**src/shared/rsc_pkg.sv**
```systemverilog
// constants for the reset and sleep control block
package rsc_pkg;
  localparam int unsigned CLK_MHZ          = 125;
  // register byte offsets
  localparam logic [11:0] SLEEP_CTRL_OFS   = 12'h000;
  localparam logic [11:0] CAUSE_OFS        = 12'h004;
  localparam logic [11:0] WD_CTRL_OFS      = 12'h008;
  // power_sleep_control fields
  localparam int unsigned SLEEP_EN_BIT     = 7;
  localparam int unsigned SLEEP_MODE_LSB   = 4;
  localparam logic [7:0]  SLEEP_CTRL_RST   = 8'h00;
  // reset_cause_status fields
  localparam int unsigned JTAG_FLAG_BIT    = 4;
  localparam int unsigned WD_FLAG_BIT      = 3;
  localparam int unsigned BO_FLAG_BIT      = 2;
  localparam int unsigned PIN_FLAG_BIT     = 1;
  localparam int unsigned SUP_FLAG_BIT     = 0;
  localparam logic [4:0]  CAUSE_RST        = 5'h01;
  // watchdog control fields
  localparam int unsigned WD_TOE_BIT       = 4;
  localparam int unsigned WD_EN_BIT        = 3;
  localparam int unsigned WD_PRE_LSB       = 0;
  localparam logic [2:0]  WD_PRE_RST       = 3'h0;
  localparam logic [1:0]  TOE_LAST         = 2'h3;   // four cycles: 0..3
  localparam int unsigned WD_BASE_CYCLES   = 16384;
  // sleep mode codes
  localparam logic [2:0]  MODE_IDLE        = 3'h0;
  localparam logic [2:0]  MODE_NOISE       = 3'h1;
  localparam logic [2:0]  MODE_DOWN        = 3'h2;
  localparam logic [2:0]  MODE_SAVE        = 3'h3;
  localparam logic [2:0]  MODE_RSVD0       = 3'h4;
  localparam logic [2:0]  MODE_RSVD1       = 3'h5;
  localparam logic [2:0]  MODE_STBY        = 3'h6;
  localparam logic [2:0]  MODE_XSTBY       = 3'h7;
  // startup delay choices in microseconds and derived cycle counts
  localparam int unsigned TOUT0_US         = 1;
  localparam int unsigned TOUT1_US         = 100;
  localparam int unsigned TOUT2_US         = 1000;
  localparam int unsigned TOUT3_US         = 10000;
  localparam int unsigned TOUT0_CYCLES     = TOUT0_US * CLK_MHZ;
  localparam int unsigned TOUT1_CYCLES     = TOUT1_US * CLK_MHZ;
  localparam int unsigned TOUT2_CYCLES     = TOUT2_US * CLK_MHZ;
  localparam int unsigned TOUT3_CYCLES     = TOUT3_US * CLK_MHZ;
endpackage : rsc_pkg

```
**src/hw/rsc_reset_sleep.sv**
```systemverilog
// reset combining, startup delay, watchdog and sleep control with apb registers
//
// Chosen here: the register addresses and the APB slave port.
`timescale 1ns/1ps
module rsc_reset_sleep #(
  parameter int unsigned TOUT0_CYC = rsc_pkg::TOUT0_CYCLES,
  parameter int unsigned TOUT1_CYC = rsc_pkg::TOUT1_CYCLES,
  parameter int unsigned TOUT2_CYC = rsc_pkg::TOUT2_CYCLES,
  parameter int unsigned TOUT3_CYC = rsc_pkg::TOUT3_CYCLES,
  parameter int unsigned WD_BASE   = rsc_pkg::WD_BASE_CYCLES,
  parameter int unsigned TOUT_W    = 24,
  parameter int unsigned WD_W      = 22
) (
  // clock and reset
  input  wire logic        clk,
  input  wire logic        rst,
  // apb slave
  input  wire logic        psel,
  input  wire logic        penable,
  input  wire logic        pwrite,
  input  wire logic [11:0] paddr,
  input  wire logic [31:0] pwdata,
  input  wire logic [3:0]  pstrb,
  output logic      [31:0] prdata,
  output logic             pready,
  output logic             pslverr,
  // reset sources, asynchronous
  input  wire logic        resetPinN,
  input  wire logic        supplyRiseDet,
  input  wire logic        brownoutDet,
  input  wire logic        jtagResetReg,
  input  wire logic        wdOscClk,
  // fuses and clock option, static
  input  wire logic [1:0]  startupDelayFuse,
  input  wire logic        brownoutEnableFuse,
  input  wire logic        extClockSel,
  // core side, same clock
  input  wire logic        sleepInstr,
  input  wire logic        watchdogResetInstr,
  input  wire logic        compBandgapSel,
  input  wire logic        converterEnable,
  // results
  output logic             ioPortReset,
  output logic             coreReset,
  output logic             sleepEnter,
  output logic      [2:0]  sleepMode,
  output logic             bandgapEnable
);

  logic [4:0]        syncA_r;
  logic [4:0]        syncB_r;
  logic              wdOscPrev_r;
  logic              pinRst;
  logic              supRst;
  logic              boRst;
  logic              jtRst;
  logic              srcActive;
  logic              coreReset_r;
  logic [TOUT_W-1:0] toutCnt_r;
  logic [TOUT_W-1:0] toutLimit;
  logic [1:0]        delayFuse_r;
  logic              boEnFuse_r;
  logic [7:0]        sleepCtrl_r;
  logic              wdEn_r;
  logic              watchdog_turnoff_enable_r;
  logic [1:0]        toeCnt_r;
  logic [2:0]        wdPre_r;
  logic [WD_W-1:0]   wdCnt_r;
  logic [WD_W-1:0]   wdLimit;
  logic              wdOscEdge;
  logic              wdExpire;
  logic              wdPulse_r;
  logic [4:0]        cause_r;
  logic [4:0]        cause_nxt;
  logic              sleepEnter_r;
  logic              bandgap_r;
  logic [31:0]       prdata_r;
  logic              wrAcc;
  logic              hitSleep;
  logic              hitCause;
  logic              hitWd;
  logic              addrHit;
  logic              wdWrite;
  logic              modeOk;

  // pins and the watchdog oscillator pass two flops before use
  always_ff @(posedge clk or posedge rst) begin
    if (rst) begin
      syncA_r <= 5'h01;  // pin bit idles high, so leaving reset is no pin reset
      syncB_r <= 5'h01;
    end else begin
      syncA_r <= {wdOscClk, jtagResetReg, brownoutDet, supplyRiseDet, resetPinN};
      syncB_r <= syncA_r;
    end
  end

  assign pinRst    = ~syncB_r[0];
  assign supRst    = syncB_r[1];
  assign boRst     = syncB_r[2] & boEnFuse_r;
  assign jtRst     = syncB_r[3];
  assign srcActive = pinRst | supRst | boRst | jtRst | wdPulse_r;

  // ports see raw sources so they reset even with the clock stopped; the synced
  // sources keep them held until the core has seen the release too
  assign ioPortReset = rst | ~resetPinN | supplyRiseDet | (brownoutDet & brownoutEnableFuse)
                     | jtagResetReg | srcActive;

  // any active source forces the core reset in the same cycle, no delay
  assign coreReset = coreReset_r | srcActive;

  // fuses are only sampled while reset is held, so a glitch later cannot move them
  always_ff @(posedge clk or posedge rst) begin
    if (rst) begin
      delayFuse_r <= 2'h0;
      boEnFuse_r  <= 1'b0;
    end else if (coreReset) begin
      delayFuse_r <= startupDelayFuse;
      boEnFuse_r  <= brownoutEnableFuse;
    end
  end

  // startup delay length chosen by the fuse
  always_comb begin
    case (delayFuse_r)
      2'h0:    toutLimit = TOUT_W'(TOUT0_CYC);
      2'h1:    toutLimit = TOUT_W'(TOUT1_CYC);
      2'h2:    toutLimit = TOUT_W'(TOUT2_CYC);
      default: toutLimit = TOUT_W'(TOUT3_CYC);
    endcase
  end

  // delay counter: cleared by any active source, releases after the full period
  always_ff @(posedge clk or posedge rst) begin
    if (rst) begin
      coreReset_r <= 1'b1;
      toutCnt_r   <= '0;
    end else if (srcActive) begin
      coreReset_r <= 1'b1;
      toutCnt_r   <= '0;
    end else if (coreReset_r) begin
      if (toutCnt_r >= toutLimit - TOUT_W'(1)) begin
        coreReset_r <= 1'b0;
      end else begin
        toutCnt_r <= toutCnt_r + TOUT_W'(1);
      end
    end
  end

  // apb decode; zero wait states so pready is always high
  assign hitSleep = (paddr == rsc_pkg::SLEEP_CTRL_OFS);
  assign hitCause = (paddr == rsc_pkg::CAUSE_OFS);
  assign hitWd    = (paddr == rsc_pkg::WD_CTRL_OFS);
  assign addrHit  = hitSleep | hitCause | hitWd;
  assign pready   = 1'b1;
  assign pslverr  = psel & penable & ~addrHit;
  assign wrAcc    = psel & penable & pwrite & pstrb[0] & addrHit;
  assign wdWrite  = wrAcc & hitWd;

  // power_sleep_control: returns to its initial value while reset holds
  always_ff @(posedge clk or posedge rst) begin
    if (rst) begin
      sleepCtrl_r <= rsc_pkg::SLEEP_CTRL_RST;
    end else if (coreReset) begin
      sleepCtrl_r <= rsc_pkg::SLEEP_CTRL_RST;
    end else if (wrAcc && hitSleep) begin
      sleepCtrl_r <= pwdata[7:0];
    end
  end

  // watchdog control; disabling needs the armed turn-off window
  always_ff @(posedge clk or posedge rst) begin
    if (rst) begin
      wdEn_r   <= 1'b0;
      watchdog_turnoff_enable_r  <= 1'b0;
      toeCnt_r <= 2'h0;
      wdPre_r  <= rsc_pkg::WD_PRE_RST;
    end else if (coreReset) begin
      wdEn_r   <= 1'b0;
      watchdog_turnoff_enable_r  <= 1'b0;
      toeCnt_r <= 2'h0;
      wdPre_r  <= rsc_pkg::WD_PRE_RST;
    end else begin
      if (wdWrite && pwdata[rsc_pkg::WD_TOE_BIT] && pwdata[rsc_pkg::WD_EN_BIT]) begin
        watchdog_turnoff_enable_r  <= 1'b1;
        toeCnt_r <= 2'h0;
      end else if (watchdog_turnoff_enable_r && toeCnt_r == rsc_pkg::TOE_LAST) begin
        watchdog_turnoff_enable_r  <= 1'b0;
      end else if (watchdog_turnoff_enable_r) begin
        toeCnt_r <= toeCnt_r + 2'h1;
      end
      if (wdWrite) begin
        wdPre_r <= pwdata[rsc_pkg::WD_PRE_LSB +: 3];
        if (pwdata[rsc_pkg::WD_EN_BIT]) begin
          wdEn_r <= 1'b1;
        end else if (watchdog_turnoff_enable_r) begin
          wdEn_r <= 1'b0;
        end
      end
    end
  end

  // oscillator edge; the third flop only delays the already synchronised level
  always_ff @(posedge clk or posedge rst) begin
    if (rst) begin
      wdOscPrev_r <= 1'b0;
    end else begin
      wdOscPrev_r <= syncB_r[4];
    end
  end

  assign wdOscEdge = syncB_r[4] & ~wdOscPrev_r;
  assign wdLimit   = WD_W'(WD_BASE) << wdPre_r;
  assign wdExpire  = wdEn_r & wdOscEdge & (wdCnt_r == wdLimit - WD_W'(1))
                   & ~watchdogResetInstr & ~coreReset;

  // watchdog counter; oscillator must run well below clk/2 for edges to be seen
  always_ff @(posedge clk or posedge rst) begin
    if (rst) begin
      wdCnt_r <= '0;
    end else if (coreReset || !wdEn_r || watchdogResetInstr) begin
      wdCnt_r <= '0;
    end else if (wdOscEdge) begin
      wdCnt_r <= wdExpire ? '0 : wdCnt_r + WD_W'(1);
    end
  end

  // the pulse itself resets the core, which disables the watchdog, so it lasts one cycle
  always_ff @(posedge clk or posedge rst) begin
    if (rst) begin
      wdPulse_r <= 1'b0;
    end else begin
      wdPulse_r <= wdExpire;
    end
  end

  // reset cause flags: set beats clear, supply rise clears the other four
  always_comb begin
    cause_nxt = cause_r;
    if (wrAcc && hitCause) begin
      cause_nxt = cause_nxt & pwdata[4:0];
    end
    if (supRst) begin
      cause_nxt[4:1] = 4'h0;
    end
    if (jtRst) begin
      cause_nxt[rsc_pkg::JTAG_FLAG_BIT] = 1'b1;
    end
    if (wdPulse_r) begin
      cause_nxt[rsc_pkg::WD_FLAG_BIT] = 1'b1;
    end
    if (boRst) begin
      cause_nxt[rsc_pkg::BO_FLAG_BIT] = 1'b1;
    end
    if (pinRst) begin
      cause_nxt[rsc_pkg::PIN_FLAG_BIT] = 1'b1;
    end
    if (supRst) begin
      cause_nxt[rsc_pkg::SUP_FLAG_BIT] = 1'b1;
    end
  end

  // flags survive the internal reset so software can read the cause afterwards
  always_ff @(posedge clk or posedge rst) begin
    if (rst) begin
      cause_r <= rsc_pkg::CAUSE_RST;
    end else begin
      cause_r <= cause_nxt;
    end
  end

  // sleep entry: enable bit, a legal mode, and a crystal for the standby modes
  always_comb begin
    case (sleepCtrl_r[rsc_pkg::SLEEP_MODE_LSB +: 3])
      rsc_pkg::MODE_RSVD0, rsc_pkg::MODE_RSVD1: modeOk = 1'b0;
      rsc_pkg::MODE_STBY, rsc_pkg::MODE_XSTBY:  modeOk = extClockSel;
      default:                                  modeOk = 1'b1;
    endcase
  end

  always_ff @(posedge clk or posedge rst) begin
    if (rst) begin
      sleepEnter_r <= 1'b0;
    end else begin
      sleepEnter_r <= sleepInstr & sleepCtrl_r[rsc_pkg::SLEEP_EN_BIT] & modeOk
                    & ~coreReset;
    end
  end

  assign sleepEnter = sleepEnter_r;
  assign sleepMode  = sleepCtrl_r[rsc_pkg::SLEEP_MODE_LSB +: 3];

  // bandgap request, registered to keep the analog enable glitch free
  always_ff @(posedge clk or posedge rst) begin
    if (rst) begin
      bandgap_r <= 1'b0;
    end else begin
      bandgap_r <= boEnFuse_r | compBandgapSel | converterEnable;
    end
  end

  assign bandgapEnable = bandgap_r;

  // read data captured in the setup cycle, held through the access cycle
  always_ff @(posedge clk or posedge rst) begin
    if (rst) begin
      prdata_r <= 32'h0000_0000;
    end else if (psel && !penable) begin
      if (hitSleep) begin
        prdata_r <= {24'h00_0000, sleepCtrl_r};
      end else if (hitCause) begin
        prdata_r <= {27'h000_0000, cause_r};
      end else if (hitWd) begin
        prdata_r <= {27'h000_0000, watchdog_turnoff_enable_r, wdEn_r, wdPre_r};
      end else begin
        prdata_r <= 32'h0000_0000;
      end
    end
  end

  assign prdata = prdata_r;
endmodule : rsc_reset_sleep

```
**config.mk**
```make
export PLATFORM = sky130hd
export DESIGN_NAME = rsc_reset_sleep
export DESIGN_NICKNAME = d
export VERILOG_FILES = /design/src/shared/rsc_pkg.sv /design/src/hw/rsc_reset_sleep.sv
export SDC_FILE = /design/constraint.sdc
export NUM_CORES = 1
export LEC_CHECK = 0
export BUFFER_PORTS_ARGS = -buffer_cell sky130_fd_sc_hd__buf_4
export CORE_MARGIN = 4
export CORE_UTILIZATION = 30
export CTS_BUF_LIST = sky130_fd_sc_hd__clkbuf_4 sky130_fd_sc_hd__clkbuf_8 sky130_fd_sc_hd__clkbuf_16
export CTS_CLUSTER_SIZE = 12
export DETAILED_ROUTE_END_ITERATION = 10
export HOLD_SLACK_MARGIN = 0.12
export SETUP_SLACK_MARGIN = 0.4
export SYNTH_ARGS = -nofsm -noshare
export SYNTH_HDL_FRONTEND = slang
export SYNTH_SLANG_ARGS = --single-unit
```
**constraint.sdc**
```tcl
create_clock -name clk -period 3.65 [get_ports clk]
set_input_delay 0.73 -clock clk [delete_from_list [all_inputs] [get_ports clk]]
set_output_delay 0.73 -clock clk [all_outputs]
set_load 0.01 [all_outputs]
```
# Yosys cells after proc, flatten, opt, wreduce, memory -nomap -nowiden
# Cells that the tools add are included.
# totals
rom_bits,0
latchBits,0
ff_bits,116
mem_count,0
ramBits,0
word_cells,143
output_inout_bits,41
# classes
muxes,36
n_reduce_logical,28
n_eq_ne,13
shifts,1
multipliers,0
n_div,0
bitwise,37
addsub,5
magnitude_cmp,1
# op_table
cell,count
24-bit two-way mux,3
22-bit two-way mux,3
21-bit one-hot mux with 3 select lines,1
24-bit by 1-bit adder with 24-bit output (second input constant),1
24-bit >= comparator,1
8-bit two-way mux,3
24-bit by 1-bit subtractor with 24-bit output (second input constant),1
22-bit by 1-bit adder with 22-bit output (second input constant),1
22-bit equality test,1
15-bit by 3-bit << shifter with 22-bit output (first input constant),1
22-bit by 1-bit subtractor with 22-bit output (second input constant),1
3-bit nonzero test,6
1-bit bitwise AND,16
1-bit two-way mux,15
5-bit two-way mux,3
1-bit OR,14
12-bit by 3-bit equality test with 1-bit output (second input constant),1
12-bit by 4-bit equality test with 1-bit output (second input constant),1
3-bit equality test (second input constant),4
12-bit zero test,1
2-bit nonzero test,5
2-bit two-way mux,4
1-bit logical AND,6
3-bit two-way mux,2
other kinds (15),26

# Logic depth before layout (Yosys ltp)
# logic_depth
word_depth,11
ltp_mapped,11
ltp_nobuf,10

# Worst setup path before layout
# No wires, ideal clock.
# synth_path
path_type,flip-flop to flip-flop
from,register delayFuse_r[1]
to,register toutCnt_r[8]
synth_period_minus_slack_ps,2688
t_arrival_ps,2609
slack_ps,962
n_path_buf,1
required_ps,3570
path_stages_with_launch,11
cell_sequence,dfrtp_1 > ha_1 > inv_1 > ha_1 > a2111oi_1 > nor3_1 > o31ai_2 > nand2_2 > buf_6 > or4_1 > a21oi_1
# synth_via
elab_chain_cells,6
# synth_rtl
element,line_no,text
"start, declared",rsc_reset_sleep.sv:61,logic [1:0] delayFuse_r;
"start signal, assigned",rsc_reset_sleep.sv:117,delayFuse_r <= startupDelayFuse;
2-bit equality test (tied with other cells),rsc_reset_sleep.sv:124,case (delayFuse_r)
21-bit one-hot mux with 3 select lines (*),rsc_reset_sleep.sv:124,
24-bit by 1-bit subtractor with 24-bit output (*),rsc_reset_sleep.sv:141,if (toutCnt_r >= toutLimit - TOUT_W'(1)) begin
24-bit >= comparator (*),rsc_reset_sleep.sv:141,
2-bit inequality test (no line) (*),n/a,
2-bit AND reduction (no line) (*),n/a,
"end signal, assigned",rsc_reset_sleep.sv:144,toutCnt_r <= toutCnt_r + TOUT_W'(1);
"end, declared",rsc_reset_sleep.sv:59,logic [TOUT_W-1:0] toutCnt_r;
# Mark *: on every way between the ends. The rest lies on a longest branch, timed or not.
# A chain may end at the register's enable or synchronous reset.

# Worst setup path after layout
# layout_path
from,register delayFuse_r[1]
to,register toutCnt_r[11]
# Same word-level chain as after synthesis.

==> results.json <==
{
  "worst_hold_path_type": "flip-flop to flip-flop",
  "setup-violations-final": 0,
  "vdd_drop_max_v": 0.000190,
  "cp_max_fo": 17,
  "clk_root_buffer_cell": "clkbuf_16",
  "setup_slack_of_the_worst_register_to_register_path_ns": 0.52,
  "clk_pin_slew_ns": 0.07,
  "synth_seq_cells": 92,
  "fin_nets": 684,
  "yosys-top-cells-area": "dfrtp_1 (43%), ha_1 (6.3%), nand2_1 (4.4%)",
  "first_pass_drt_iterations": 6,
  "pwr-share-comb": 0.070,
  "worst_r2r_path_depth": 9,
  "groute.usage.overall": 0.126,
  "crit_path_start_kind": "flip-flop",
  "antenna_cells": 0,
  "drc": 0,
  "grt_start_max_net_pins": 49,
  "gp_congestion": 0.861,
  "critical_path.n_buffers_inverters": 1,
  "critical_path.cell_chain": "ha_1 -> inv_1 -> ha_1 -> a2111oi_2 -> nor3_1 -> o31ai_2 -> nand2_4 -> or4_1 -> a21oi_1",
  "finalWirelength_um": 12000,
  "tritoncts": "yes",
  "drv_cap": 0,
  "yosysTopAreaCell": "dfrtp_1",
  "critPathCaptureType": "flip-flop",
  "synth.cells.most_frequent": "dfrtp_1 (88), nand2_1 (60), nor2_1 (48)",
  "grt_antenna_before_repair": 0,
  "timing.final.ws_setup_ns": 0.525,
  "synthesis.yosys.warnings": 0,
  "worstPathRequired_ns": 3.91,
  "worst-slew-pin-transition_ns": 0.939,
  "synthesis.instances": 544,
  "switching_share": 0.236,
  "cts_made_buffers": 9,
  "timing.hold.worst.start": "syncA_r[2]",
  "fp.coreArea_um2": 16700,
  "final_hold_viol_count": 0,
  "synth_top_area_frac": 0.428,
  "crit_arrival_ns": 3.39,
  "tns_ns": 0,
  "detail_route.iter0.violations": 260,
  "synth_most_common_cell": "dfrtp_1",
  "initial_core_util": 0.308,
  "layout-drive-gt1-share": 0.157,
  "worstSetupPathType": "flip-flop to flip-flop",
  "r2r-end": "toutCnt_r[11]",
  "globalRoute.totalOverflow": 0,
  "timing_max_transition_violations_final": 0,
  "cts_num_sinks": 92,
  "power_frac_clock": 0.443,
  "num_rows": 47,
  "die-height_um": 139,
  "routed_wire_length_per_instance_um": 14.7,
  "cellPowerDensity_nw_per_um2": 359,
  "h-tree-depth": 3,
  "power.static_leakage_nw": 2.52,
  "ffs_w_async_s_r_synth": 1.00,
  "post_route_ant_nets": 0,
  "dr_total_vias": 4136,
  "input_output_buffers": 54,
  "detail_route.vias_per_cell": 5.06,
  "cts_buffer_depth": 2,
  "synth_enable_flop_cells": 0,
  "p_switching_uw": 508,
  "max-slew-margin-rel": 0.372,
  "floorplan_die_width_um": 139,
  "post-route-period-util": 0.856,
  "power.share.sequential": 0.487,
  "synth_flop_cell": "dfrtp_1",
  "clock.fmax_mhz": 320,
  "yosys.cell_types.count": 57,
  "cellInternalPower_mw": 1.64,
  "layout-area-overhead-vs-synth_pct": 16.4,
  "insertion_delay_ns": 0.35,
  "critPathTopFamily": "compound AO/OA/AOI/OAI gates",
  "post_synth.cell_area_avg_um2": 9.46,
  "floorplan.die_area_um2": 19300,
  "status": "finished, final reports clean",
  "whs_path_cells": 0,
  "place_worst_setup_slack_ns": 0.429,
  "hpwl_um": 8590,
  "crit_top_cell": "ha_1",
  "rsz0062_at_grt": "false",
  "critical_path.max_stage_delay_ns": 0.57,
  "num_ports": 107,
  "grt_pass1_wl_um": 20300,
  "worst_clock_skew_ns": 0.00791,
  "synth.cell_area_um2": 5150,
  "worst_r2r_startpoint": "delayFuse_r[1]",
  "via_count_of_the_first_global_routing_pass": 4084,
  "critical_path.slowest_cell": "or4_1",
  "finalHoldWorstSlack_ns": 0.351,
  "ys_seq_area_frac": 0.448,
  "hold_end": "syncB_r[2]",
  "clock_period_minus_final_worst_setup_slack_ns": 3.13
}
-- through the flow --
step | cells | cell area, um2 | util | total power, mW
detailed placement | 799 | 5660 | 0.339 | 1.22
global placement | 799 | 5660 | 0.339 | 1.22
global route | 817 | 5990 | 0.359 | 2.25
floorplan | 568 | 5240 | - | 1.16
finish | 817 | 5990 | 0.359 | 2.15
CTS | 815 | 5970 | 0.358 | 2.19
-- state kept, by name, summed over array words and instances (netlist names) --
register                   cells
bandgapEnable                  1
boEnFuse_r                     1
cause_r                        5
coreReset_r                    1
delayFuse_r                    2
prdata                         8
sleepCtrl_r                    8
sleepEnter                     1
syncA_r                        5
syncB_r                        5
toeCnt_r                       2
toutCnt_r                     24
watchdog_turnoff_enable_r      1
wdCnt_r                       22
wdEn_r                         1
wdOscPrev_r                    1
wdPre_r                        3
wdPulse_r                      1
-- cell usage in the layout (no fill, tap or decap), types with 13 or more instances in the layout --
master   instances
nor2_1          48
nand3_1         23
nand4_1         14
nand2_1         60
dfrtp_1         88
ha_1            26
buf_4           58
a21oi_1         28
conb_1          26
o21ai_0         20
o31ai_1         13
-- logic make-up after synthesis --
| logic type | Yosys count | share of synthesized area |
|---|---|---|
| and+or+nand+nor | 233 | 0.237 |
| AOI/OAI and AO/OA | 105 | 0.138 |
| DFF | 92 | 0.448 |
| buffers and inverters | 61 | 0.0681 |
| adders and majority gates | 27 | 0.0651 |
| xor gates and xnor gates | 18 | 0.0306 |
| muxes | 6 | 0.0119 |
| other | 2 | 0.00146 |
-- power by group through the flow --
| stage | clock [mW] | combinational, mW | sequential [mW] |
|---|---|---|---|
| 2_1_floorplan | 0 | 0.0951 | 1.07 |
| 3_3_place_gp | 0 | 0.149 | 1.07 |
| 3_5_place_dp | 0 | 0.152 | 1.07 |
| 4_1_cts | 0.991 | 0.153 | 1.05 |
| 5_1_grt | 1.03 | 0.171 | 1.05 |
| 6_report | 0.952 | 0.151 | 1.05 |
-- routing by layer --
metal / vias to the layer above / wire length (um) / global-route usage
li1: 2007 / - / -
met1: 1992 / 5390 / 0.158
met2: 115 / 5700 / 0.207
met3: 22 / 669 / 0.0397
met4: 0 / 266 / 0.0422
met5: - / 0 / 0
-- final cells by class --
class	instances	area, um2
clock buffers	10	233
clock inverters	6	71.3
fillers	1716	10700
inverters	14	53.8
multi-input cells	416	2600
flip-flops and latches	92	2310
well taps	220	275
repair buffers	59	455
-- worst max path at each step --
| stage | from | to | slack [ns] | cells after the start |
|---|---|---|---|---|
| final | delayFuse_r[1] | toutCnt_r[11] | 0.52 | 9 |
| after global routing | delayFuse_r[1] | toutCnt_r[16] | 0.37 | 9 |
| after detailed placement | delayFuse_r[0] | toutCnt_r[3] | 0.43 | 10 |
| after floorplan | rst | bandgapEnable | 0.53 | 1 |
| after CTS | delayFuse_r[0] | toutCnt_r[9] | 0.50 | 10 |
| after global placement | delayFuse_r[0] | toutCnt_r[9] | 0.47 | 10 |
-- what timing repair did --
action	4_1_cts	5_1_grt
setup endpoints to repair	5	12
hold endpoints to repair	0	0
gates resized for setup	1	3
hold buffers	0	0
cloned	0	1
buffers inserted	0	1
pin swaps	0	2
Power figures use the tool's default switching activity.
